[config.mk]
export PLATFORM = sky130hd
export DESIGN_NAME = two_wire_slave_receiver
export DESIGN_NICKNAME = d
export VERILOG_FILES = /design/src/two_wire_slave_receiver_pkg.sv /design/src/two_wire_slave_receiver.sv
export SDC_FILE = /design/constraint.sdc
export NUM_CORES = 1
export LEC_CHECK = 0
export BUFFER_PORTS_ARGS = -buffer_cell sky130_fd_sc_hd__buf_4
export CORE_ASPECT_RATIO = 1.75
export CORE_MARGIN = 2
export CORE_UTILIZATION = 45
export DETAILED_ROUTE_END_ITERATION = 12
export GPL_TIMING_DRIVEN = 0
export PLACE_DENSITY = 0.83
export SKIP_CTS_REPAIR_TIMING = 1
export SYNTH_ARGS = -nofsm -noshare
export SYNTH_HDL_FRONTEND = slang
export SYNTH_SLANG_ARGS = --single-unit
export TNS_END_PERCENT = 20
[constraint.sdc]
create_clock -name CLK -period 2.1 [get_ports CLK]
set_clock_uncertainty 0.15 [all_clocks]
set_input_delay 0.42 -clock CLK [delete_from_list [all_inputs] [get_ports CLK]]
set_output_delay 0.42 -clock CLK [all_outputs]
set_load 0.1 [all_outputs]
[src/two_wire_slave_receiver_pkg.sv]
// constants, register map and state encodings of the two-wire slave receiver
package two_wire_slave_receiver_pkg;

  // ***********************************
  // register byte addresses on apb
  // ***********************************
  localparam logic [11:0] OWN_SLAVE_ADDRESS_OFS = 12'h000;
  localparam logic [11:0] SERIAL_CONTROL_OFS = 12'h004;
  localparam logic [11:0] SERIAL_STATUS_OFS = 12'h008;
  localparam logic [11:0] SERIAL_DATA_REGISTER_OFS = 12'h00C;

  // ***********************************
  // serial_control bit positions
  // ***********************************
  localparam int IRQ_FLAG_BIT = 7;
  localparam int ACK_ENABLE_BIT = 6;
  localparam int START_REQUEST_BIT = 5;
  localparam int STOP_REQUEST_BIT = 4;
  localparam int WRITE_COLLISION_BIT = 3;
  localparam int INTERFACE_ENABLE_BIT = 2;
  localparam int IRQ_ENABLE_BIT = 0;

  // ***********************************
  // values after reset
  // ***********************************
  localparam logic [7:0] OWN_SLAVE_ADDRESS_RST = 8'h00;
  localparam logic [7:0] SERIAL_DATA_RST = 8'hFF;

  // ***********************************
  // status codes, prescaler bits zero
  // ***********************************
  localparam logic [7:0] ST_OWN_ADDR_ACK = 8'h60;
  localparam logic [7:0] ST_ARB_OWN_ADDR_ACK = 8'h68;
  localparam logic [7:0] ST_GEN_CALL_ACK = 8'h70;
  localparam logic [7:0] ST_ARB_GEN_CALL_ACK = 8'h78;
  localparam logic [7:0] ST_OWN_DATA_ACK = 8'h80;
  localparam logic [7:0] ST_OWN_DATA_NACK = 8'h88;
  localparam logic [7:0] ST_GC_DATA_ACK = 8'h90;
  localparam logic [7:0] ST_GC_DATA_NACK = 8'h98;
  localparam logic [7:0] ST_STOP_OR_RESTART = 8'hA0;
  localparam logic [7:0] ST_NO_INFO = 8'hF8;

  // ***********************************
  // bus constants
  // ***********************************
  localparam logic [6:0] GENERAL_CALL_ADDRESS = 7'h00;
  localparam logic [3:0] BITS_PER_BYTE = 4'h8;

  // bus-side sequencer, gray coded along idle-addr-ack-hold-data
  typedef enum logic [2:0] {
    S_IDLE = 3'b000,
    S_ADDR = 3'b001,
    S_ACK  = 3'b011,
    S_HOLD = 3'b010,
    S_DATA = 3'b110
  } seq_e;

endpackage
[src/two_wire_slave_receiver.sv]
// two-wire slave receiver with apb register access
//
// What this block does
// - answer only own seven-bit address, or general call when enabled
// - address lsb enables general call response
// - write bit gives receive, read bit transmit for own address only (ignored after general call)
// - address with write sets flag and status
// - lost arbitration then addressed enters receive
// - cleared acknowledge enable gives nack next byte
// - no address acknowledge while enable is zero
// - address match with write in deep sleep requests wake
// - scl held low until flag cleared
// - data register not loaded from the bus while asleep, apb writes still update it
// - writing one clears flag, transfer continues
// - prescaler bits of status read zero
// - own address acknowledged reports 0x60
// - lost arbitration reports 0x68 or 0x78
// - general call acknowledged reports 0x70
// - acknowledged data byte reports 0x80, 0x90 after general call
// - nack byte reports 0x88 (0x98 after general call), not addressed
// - start request issues start when bus free
`timescale 1ns/1ps
module two_wire_slave_receiver (
  input wire logic CLK,
  input wire logic RESET,
  input wire logic PSEL,
  input wire logic PENABLE,
  input wire logic PWRITE,
  input wire logic [11:0] PADDR,
  input wire logic [31:0] PWDATA,
  output logic [31:0] PRDATA,
  output logic PREADY,
  output logic PSLVERR,
  input wire logic SDA_I,
  output logic SDA_O,
  output logic SDA_OE,
  input wire logic SCL_I,
  output logic SCL_O,
  output logic SCL_OE,
  input wire logic SLEEP,
  input wire logic ARB_LOST,
  output logic WAKE_REQ,
  output logic START_GO,
  output logic SLAVE_TX_GO
);

  // ***********************************
  // state record
  // ***********************************
  typedef struct packed {
    logic sda_s1;
    logic sda_s2;
    logic sda_s3;
    logic scl_s1;
    logic scl_s2;
    logic scl_s3;
    two_wire_slave_receiver_pkg::seq_e seq;
    logic [3:0] bit_cnt;
    logic [7:0] shift;
    logic [7:0] own_addr;
    logic ack_en;
    logic start_req;
    logic stop_req;
    logic wcol;
    logic en;
    logic ie;
    logic irq;
    logic [7:0] status;
    logic [7:0] data;
    logic addressed;
    logic gen_call;
    logic addr_phase;
    logic ack_bit;
    logic arb_pend;
    logic busy;
    logic sda_drv;
    logic wake;
    logic start_go;
    logic tx_go;
    logic [31:0] prdata;
    logic pslverr;
  } state_s;

  state_s q;
  state_s d;

  logic scl_rise;
  logic scl_fall;
  logic start_cond;
  logic stop_cond;
  logic wr_acc;
  logic rd_setup;
  logic mapped;
  logic match_own;
  logic match_gc;
  logic [11:0] a;

  // flag set seen in this cycle, so a clear then loses
  logic irq_set;

  // ***********************************
  // bus events from synchronised pins
  // ***********************************
  assign scl_rise = q.scl_s2 & ~q.scl_s3;
  assign scl_fall = ~q.scl_s2 & q.scl_s3;
  assign start_cond = q.scl_s2 & q.scl_s3 & ~q.sda_s2 & q.sda_s3;
  assign stop_cond = q.scl_s2 & q.scl_s3 & q.sda_s2 & ~q.sda_s3;

  // apb decode
  assign a = PADDR;
  assign wr_acc = PSEL & PENABLE & PWRITE;
  assign rd_setup = PSEL & ~PENABLE;
  assign mapped = (a == two_wire_slave_receiver_pkg::OWN_SLAVE_ADDRESS_OFS) ||
                  (a == two_wire_slave_receiver_pkg::SERIAL_CONTROL_OFS) ||
                  (a == two_wire_slave_receiver_pkg::SERIAL_STATUS_OFS) ||
                  (a == two_wire_slave_receiver_pkg::SERIAL_DATA_REGISTER_OFS);

  // address comparison on the received byte
  assign match_own = (q.shift[7:1] == q.own_addr[7:1]);
  assign match_gc = (q.shift[7:1] == two_wire_slave_receiver_pkg::GENERAL_CALL_ADDRESS) & q.own_addr[0];

  // ***********************************
  // next state
  // ***********************************
  always_comb begin
    d = q;
    d.start_go = 1'b0;
    d.tx_go = 1'b0;
    // no flag set event unless one is found below
    irq_set = 1'b0;

    // two-flop synchronisers, third stage for edges
    d.sda_s1 = SDA_I;
    d.sda_s2 = q.sda_s1;
    d.sda_s3 = q.sda_s2;
    d.scl_s1 = SCL_I;
    d.scl_s2 = q.scl_s1;
    d.scl_s3 = q.scl_s2;

    // loss of arbitration noted for the next address
    if (ARB_LOST) begin
      d.arb_pend = 1'b1;
    end

    // wake request drops once the part runs again
    if (!SLEEP) begin
      d.wake = 1'b0;
    end

    // bus busy between start and stop
    if (start_cond) begin
      d.busy = 1'b1;
    end
    if (stop_cond) begin
      d.busy = 1'b0;
    end

    // ***********************************
    // bus sequencer
    // ***********************************
    if (!q.en) begin
      d.seq = two_wire_slave_receiver_pkg::S_IDLE;
      d.sda_drv = 1'b0;
      d.addressed = 1'b0;
    end else if (stop_cond || start_cond) begin
      // stop or repeated start while addressed
      if (q.addressed) begin
        d.status = two_wire_slave_receiver_pkg::ST_STOP_OR_RESTART;
        d.irq = 1'b1;
        irq_set = 1'b1;
      end
      d.addressed = 1'b0;
      d.sda_drv = 1'b0;
      d.bit_cnt = 4'h0;
      d.seq = start_cond ? two_wire_slave_receiver_pkg::S_ADDR : two_wire_slave_receiver_pkg::S_IDLE;
    end else begin
      case (q.seq)
        two_wire_slave_receiver_pkg::S_IDLE: begin
          d.bit_cnt = 4'h0;
        end
        two_wire_slave_receiver_pkg::S_ADDR, two_wire_slave_receiver_pkg::S_DATA: begin
          if (scl_rise && q.bit_cnt != two_wire_slave_receiver_pkg::BITS_PER_BYTE) begin
            d.shift = {q.shift[6:0], q.sda_s2};
            d.bit_cnt = q.bit_cnt + 4'h1;
          end
          if (scl_fall && q.bit_cnt == two_wire_slave_receiver_pkg::BITS_PER_BYTE) begin
            if (q.seq == two_wire_slave_receiver_pkg::S_ADDR) begin
              // ack enable gates any address recognition
              if (q.ack_en && (match_own || match_gc)) begin
                if (!q.shift[0]) begin
                  // write direction: slave receive
                  d.seq = two_wire_slave_receiver_pkg::S_ACK;
                  d.sda_drv = 1'b1;
                  d.ack_bit = 1'b1;
                  d.addr_phase = 1'b1;
                  d.gen_call = ~match_own;
                  d.addressed = 1'b1;
                  if (SLEEP) begin
                    d.wake = 1'b1;
                  end
                end else if (match_own) begin
                  // read direction hands over to transmit logic
                  d.tx_go = 1'b1;
                  // a loss in this very cycle stays pending
                  d.arb_pend = ARB_LOST;
                  d.seq = two_wire_slave_receiver_pkg::S_IDLE;
                end else begin
                  d.seq = two_wire_slave_receiver_pkg::S_IDLE;
                end
              end else begin
                // not for us, keep watching the bus
                d.seq = two_wire_slave_receiver_pkg::S_IDLE;
              end
            end else begin
              // data byte complete, ack follows ack enable
              d.seq = two_wire_slave_receiver_pkg::S_ACK;
              d.ack_bit = q.ack_en;
              d.sda_drv = q.ack_en;
              d.addr_phase = 1'b0;
              if (!SLEEP) begin
                d.data = q.shift;
              end
            end
          end
        end
        two_wire_slave_receiver_pkg::S_ACK: begin
          // end of ninth clock: release sda, post status
          if (scl_fall) begin
            d.sda_drv = 1'b0;
            d.irq = 1'b1;
            irq_set = 1'b1;
            d.seq = two_wire_slave_receiver_pkg::S_HOLD;
            if (q.addr_phase) begin
              // a loss in this very cycle stays pending
              d.arb_pend = ARB_LOST;
              if (q.gen_call) begin
                d.status = q.arb_pend ? two_wire_slave_receiver_pkg::ST_ARB_GEN_CALL_ACK :
                                        two_wire_slave_receiver_pkg::ST_GEN_CALL_ACK;
              end else begin
                d.status = q.arb_pend ? two_wire_slave_receiver_pkg::ST_ARB_OWN_ADDR_ACK :
                                        two_wire_slave_receiver_pkg::ST_OWN_ADDR_ACK;
              end
            end else if (q.ack_bit) begin
              d.status = q.gen_call ? two_wire_slave_receiver_pkg::ST_GC_DATA_ACK :
                                      two_wire_slave_receiver_pkg::ST_OWN_DATA_ACK;
            end else begin
              // nack returned: not addressed any more
              d.status = q.gen_call ? two_wire_slave_receiver_pkg::ST_GC_DATA_NACK :
                                      two_wire_slave_receiver_pkg::ST_OWN_DATA_NACK;
              d.addressed = 1'b0;
            end
          end
        end
        two_wire_slave_receiver_pkg::S_HOLD: begin
          // scl is stretched here until the flag clears
          if (!q.irq) begin
            d.bit_cnt = 4'h0;
            d.seq = q.addressed ? two_wire_slave_receiver_pkg::S_DATA : two_wire_slave_receiver_pkg::S_IDLE;
          end
        end
        default: begin
          d.seq = two_wire_slave_receiver_pkg::S_IDLE;
        end
      endcase
    end

    // start once the bus is free, request then consumed
    if (q.en && q.start_req && !q.busy && !q.irq && q.seq == two_wire_slave_receiver_pkg::S_IDLE) begin
      d.start_go = 1'b1;
      d.start_req = 1'b0;
    end

    // ***********************************
    // apb register writes
    // ***********************************
    if (wr_acc) begin
      case (a)
        two_wire_slave_receiver_pkg::OWN_SLAVE_ADDRESS_OFS: begin
          d.own_addr = PWDATA[7:0];
        end
        two_wire_slave_receiver_pkg::SERIAL_CONTROL_OFS: begin
          d.ack_en = PWDATA[two_wire_slave_receiver_pkg::ACK_ENABLE_BIT];
          d.start_req = PWDATA[two_wire_slave_receiver_pkg::START_REQUEST_BIT];
          d.stop_req = PWDATA[two_wire_slave_receiver_pkg::STOP_REQUEST_BIT];
          d.en = PWDATA[two_wire_slave_receiver_pkg::INTERFACE_ENABLE_BIT];
          d.ie = PWDATA[two_wire_slave_receiver_pkg::IRQ_ENABLE_BIT];
          // write one clears the flag, a same-cycle set wins
          if (PWDATA[two_wire_slave_receiver_pkg::IRQ_FLAG_BIT] && !irq_set) begin
            d.irq = 1'b0;
            d.status = two_wire_slave_receiver_pkg::ST_NO_INFO;
          end
        end
        two_wire_slave_receiver_pkg::SERIAL_DATA_REGISTER_OFS: begin
          // data writes only allowed while the flag is up
          if (q.irq) begin
            d.data = PWDATA[7:0];
            d.wcol = 1'b0;
          end else begin
            d.wcol = 1'b1;
          end
        end
        default: begin
          d.wcol = d.wcol;
        end
      endcase
    end

    // ***********************************
    // apb read data captured at setup
    // ***********************************
    if (rd_setup) begin
      d.pslverr = ~mapped;
      d.prdata = 32'h0000_0000;
      case (a)
        two_wire_slave_receiver_pkg::OWN_SLAVE_ADDRESS_OFS: begin
          d.prdata[7:0] = q.own_addr;
        end
        two_wire_slave_receiver_pkg::SERIAL_CONTROL_OFS: begin
          d.prdata[7:0] = {q.irq, q.ack_en, q.start_req, q.stop_req, q.wcol, q.en, 1'b0, q.ie};
        end
        two_wire_slave_receiver_pkg::SERIAL_STATUS_OFS: begin
          d.prdata[7:0] = {q.status[7:3], 3'b000};
        end
        two_wire_slave_receiver_pkg::SERIAL_DATA_REGISTER_OFS: begin
          d.prdata[7:0] = q.data;
        end
        default: begin
          d.prdata = 32'h0000_0000;
        end
      endcase
    end
  end

  // ***********************************
  // state register
  // ***********************************
  always_ff @(posedge CLK) begin
    if (RESET) begin
      q <= '0;
      q.sda_s1 <= 1'b1;
      q.sda_s2 <= 1'b1;
      q.sda_s3 <= 1'b1;
      q.scl_s1 <= 1'b1;
      q.scl_s2 <= 1'b1;
      q.scl_s3 <= 1'b1;
      q.seq <= two_wire_slave_receiver_pkg::S_IDLE;
      q.own_addr <= two_wire_slave_receiver_pkg::OWN_SLAVE_ADDRESS_RST;
      q.data <= two_wire_slave_receiver_pkg::SERIAL_DATA_RST;
      q.status <= two_wire_slave_receiver_pkg::ST_NO_INFO;
    end else begin
      q <= d;
    end
  end

  // ***********************************
  // outputs
  // ***********************************
  assign PRDATA = q.prdata;
  assign PREADY = 1'b1; // zero wait states
  assign PSLVERR = q.pslverr & PSEL & PENABLE;
  assign SDA_O = 1'b0; // open drain, only pulls low
  assign SDA_OE = q.sda_drv;
  assign SCL_O = 1'b0;
  assign SCL_OE = (q.seq == two_wire_slave_receiver_pkg::S_HOLD) & q.irq;
  assign WAKE_REQ = q.wake;
  assign START_GO = q.start_go;
  assign SLAVE_TX_GO = q.tx_go;

endmodule

==> metrics.md <==
| Metric | Value |
|---|---|
| Status | finished, violations left |
| Final min period | 2.13 ns |
| Commonest cells in the netlist | dfxtp_1 (68), nand2_1 (63), nor2_1 (36), buf_4 (35), a21oi_1 (29) |
| Main synth FF type | dfxtp_1 |
| Total track usage | 0.231 |
| First-pass GRT wire length | 15400 um |
| Clk buf depth | 2 |
| Async SR Flop Fraction | 0 |
| Largest net degree at the start of global routing | 12 |
| IR drop worst, VDD | 458 uV |
| Leak pwr | 0.00197 uW |
| Final core occ | 0.579 |
| Syn Inst Count | 437 |
| CP Capture Type | register |
| Achievable frequency | 469 MHz |
| CP startpoint kind | register |
| DR WL/cell | 16.5 um |
| Synth top area cells | dfxtp_1 (38%), buf_4 (7.3%), nand2_1 (6.6%), mux2i_1 (4.2%), a21oi_1 (4.0%) |
| PwrDens | 696 mW/mm^2 |
| Slew at the pin closest to its max-slew limit | 0.635 ns |
| Setup Viol. Count Final | 3 |
| Arrival time of the worst setup path | 2.18 ns |
| Post-route antenna net violation count | 0 |
| Final setup margin | -0.0334 ns |
| CTS tree | built |
| Area leader, netlist | dfxtp_1 |
| Critical Path RT | 2.14 ns |
| Cell Rows | 43 |
| RSZ-0062 raised after global routing | true |
| #FFs+latches synth | 68 |
| Top-level I/O count | 94 |
| Drt pass-1 iters | 7 |
| Relative slew margins | 0.576 |
| Failing checks | negative setup slack |
| Final Cycle Share | 1.02 |
| Syn Area/Cell | 8.22 sq um |
| Number of port buffers | 40 |
| Die W | 71.5 um |
| DIE HEIGHT | 122 um |
| CTS sink count | 68 |
| Compound-cell area share of the yosys netlist | 0.164 |
| Clk root buf | clkbuf_16 |
| DR vias | 3480 |
| Post-synthesis mux area share | 0.0731 |
| Initial Util | 0.457 |
| Initial DRC Count | 299 |
| Post-synth EDFFs | 0 |
| CP Class | register to register |
| Max-cap viol count | 0 |
| Synth Area in Simple Gates | 0.247 |
| Xor-xnor portion of the synthesized cell area | 0.0195 |
| Cell total after placement | 592 |
| Cell variety after synth | 54 |
| Max-slew violations | 0 |
| Overall power | 3170 uW |
| HPWL after detailed placement | 7250 um |
| Clock Latency Late Sink | 0.34 ns |
| Drt drc | 0 |
| Htree depth | 3 |
| Clk slew on worst S/H paths | 0.05 ns |
| Nets | 577 |
| Inserted Diodes | 0 |
| Yosys warns | 0 |
| Area Growth Syn to Fin | 26.6% |
| Non-Filler Instances | 616 |
| Vias in the first global route | 3279 |
| Num CTS Buffers | 9 |
| Syn Std Cell Area | 0.00359 sq mm |
| Count leader, synth | dfxtp_1 |
| Total congestion overflow | 0 |
| Routability Congestion | 0.980 |
| Core area | 0.00786 sq mm |
| Sequential fraction of the synthesis area | 0.379 |
| Maximum fanout along the worst path | 7 |
| Full die area | 0.00874 sq mm |
| Main combinational cell family by area after synthesis | simple AND/OR/NAND/NOR gates |
| Fraction of layout cells with a size suffix above 1 | 0.266 |
| Top cell type's share of synthesized area | 0.379 |
| Final hold viol count | 0 |
| Tightest Hold Check Type | input pin to register |
| Initial antenna violation count | 0 |
| Post-synthesis adder-cell area fraction | 0.00697 |
| Total wire length | 10200 um |
| Vias/cell | 5.65 |
per-stage QoR:
stage	hold slack [ns]	worst slack, ns	area [sq um]	TNS (ns)
CTS	0.112	-0.540	4380	-9.52
global route	0.119	-0.0924	4550	-0.734
global placement	0.245	-0.464	4100	-12.75
floorplan	0.239	-0.00370	3690	-0.00370
detailed placement	0.244	-0.520	4100	-15.09
finish	0.114	-0.0334	4550	-0.0742
kinds of logic (layout without fill, tap and decap cells):
group,count (synthesis),after routing
DFF,68,68
muxes,20,20
AOI/OAI and AO/OA,91,91
other,2,27
xor gates and xnor gates,8,8
buffers and inverters,67,131
adders and majority gates,2,2
and+or+nand+nor,179,179
final timing paths:
path / cells past startpoint / to / slack [ns] / startpoint
hold reg to reg: 1 / d[89] / 0.26 / d[90]
setup reg to reg: 8 / q[38] / -0.03 / q[82]
setup / recovery: 8 / q[38] / -0.03 / q[82]
hold / removal: 2 / d[90] / 0.11 / SCL_I
layer usage:
layer  part of all wire  global-route usage
met5                  0                   0
met4              0.062               0.152
met3              0.067              0.0587
met2               0.51               0.410
met1               0.36               0.233
critical path: stages, from the launching register on:
cell and delay, ns:
dfxtp_2 0.33, inv_1 0.09, ha_1 0.15, and3b_2 0.30
and2_1 0.16, clkbuf_1 0.29, nand2_1 0.15, o41ai_1 0.26
a211oi_1 0.11
where the power goes:
part           internal, uW  leakage, uW  total (uW)  switching (uW)
clock                   907     0.000142        1470             560
combinational          96.7      0.00128         396             299
sequential             1300     0.000552        1300            7.63
final cells by class:
class	count	area, sq um
Clock inverter	5	53.8
Inverter	6	22.5
Fill cell	714	3310
Timing Repair Buffer	53	409
Buffer	57	360
Sequential cell	68	1370
Tap cell	90	113
Multi-Input combinational cell	327	1990
Clock buffer	10	229
placed cells by master, fill, tap and decap left out, drive strengths merged, types with 5 or more instances in the layout:
cell type	n
a21oi	29
a31oi	17
buf	90
clkbuf	30
conb	27
dfxtp	68
inv	6
mux2i	15
mux4	5
nand2	64
nand3	20
nor2	36
nor2b	8
nor3	8
nor4	5
o21ai	15
or2	8
xnor2	7
flip-flops by register name, indices dropped and copies added, names as in the netlist:
name and flops:
SLAVE_TX_GO 1, WAKE_REQ 1, START_GO 1, q 52, PRDATA 8, d 4, SDA_OE 1
(Power assumes the default switching activity.)
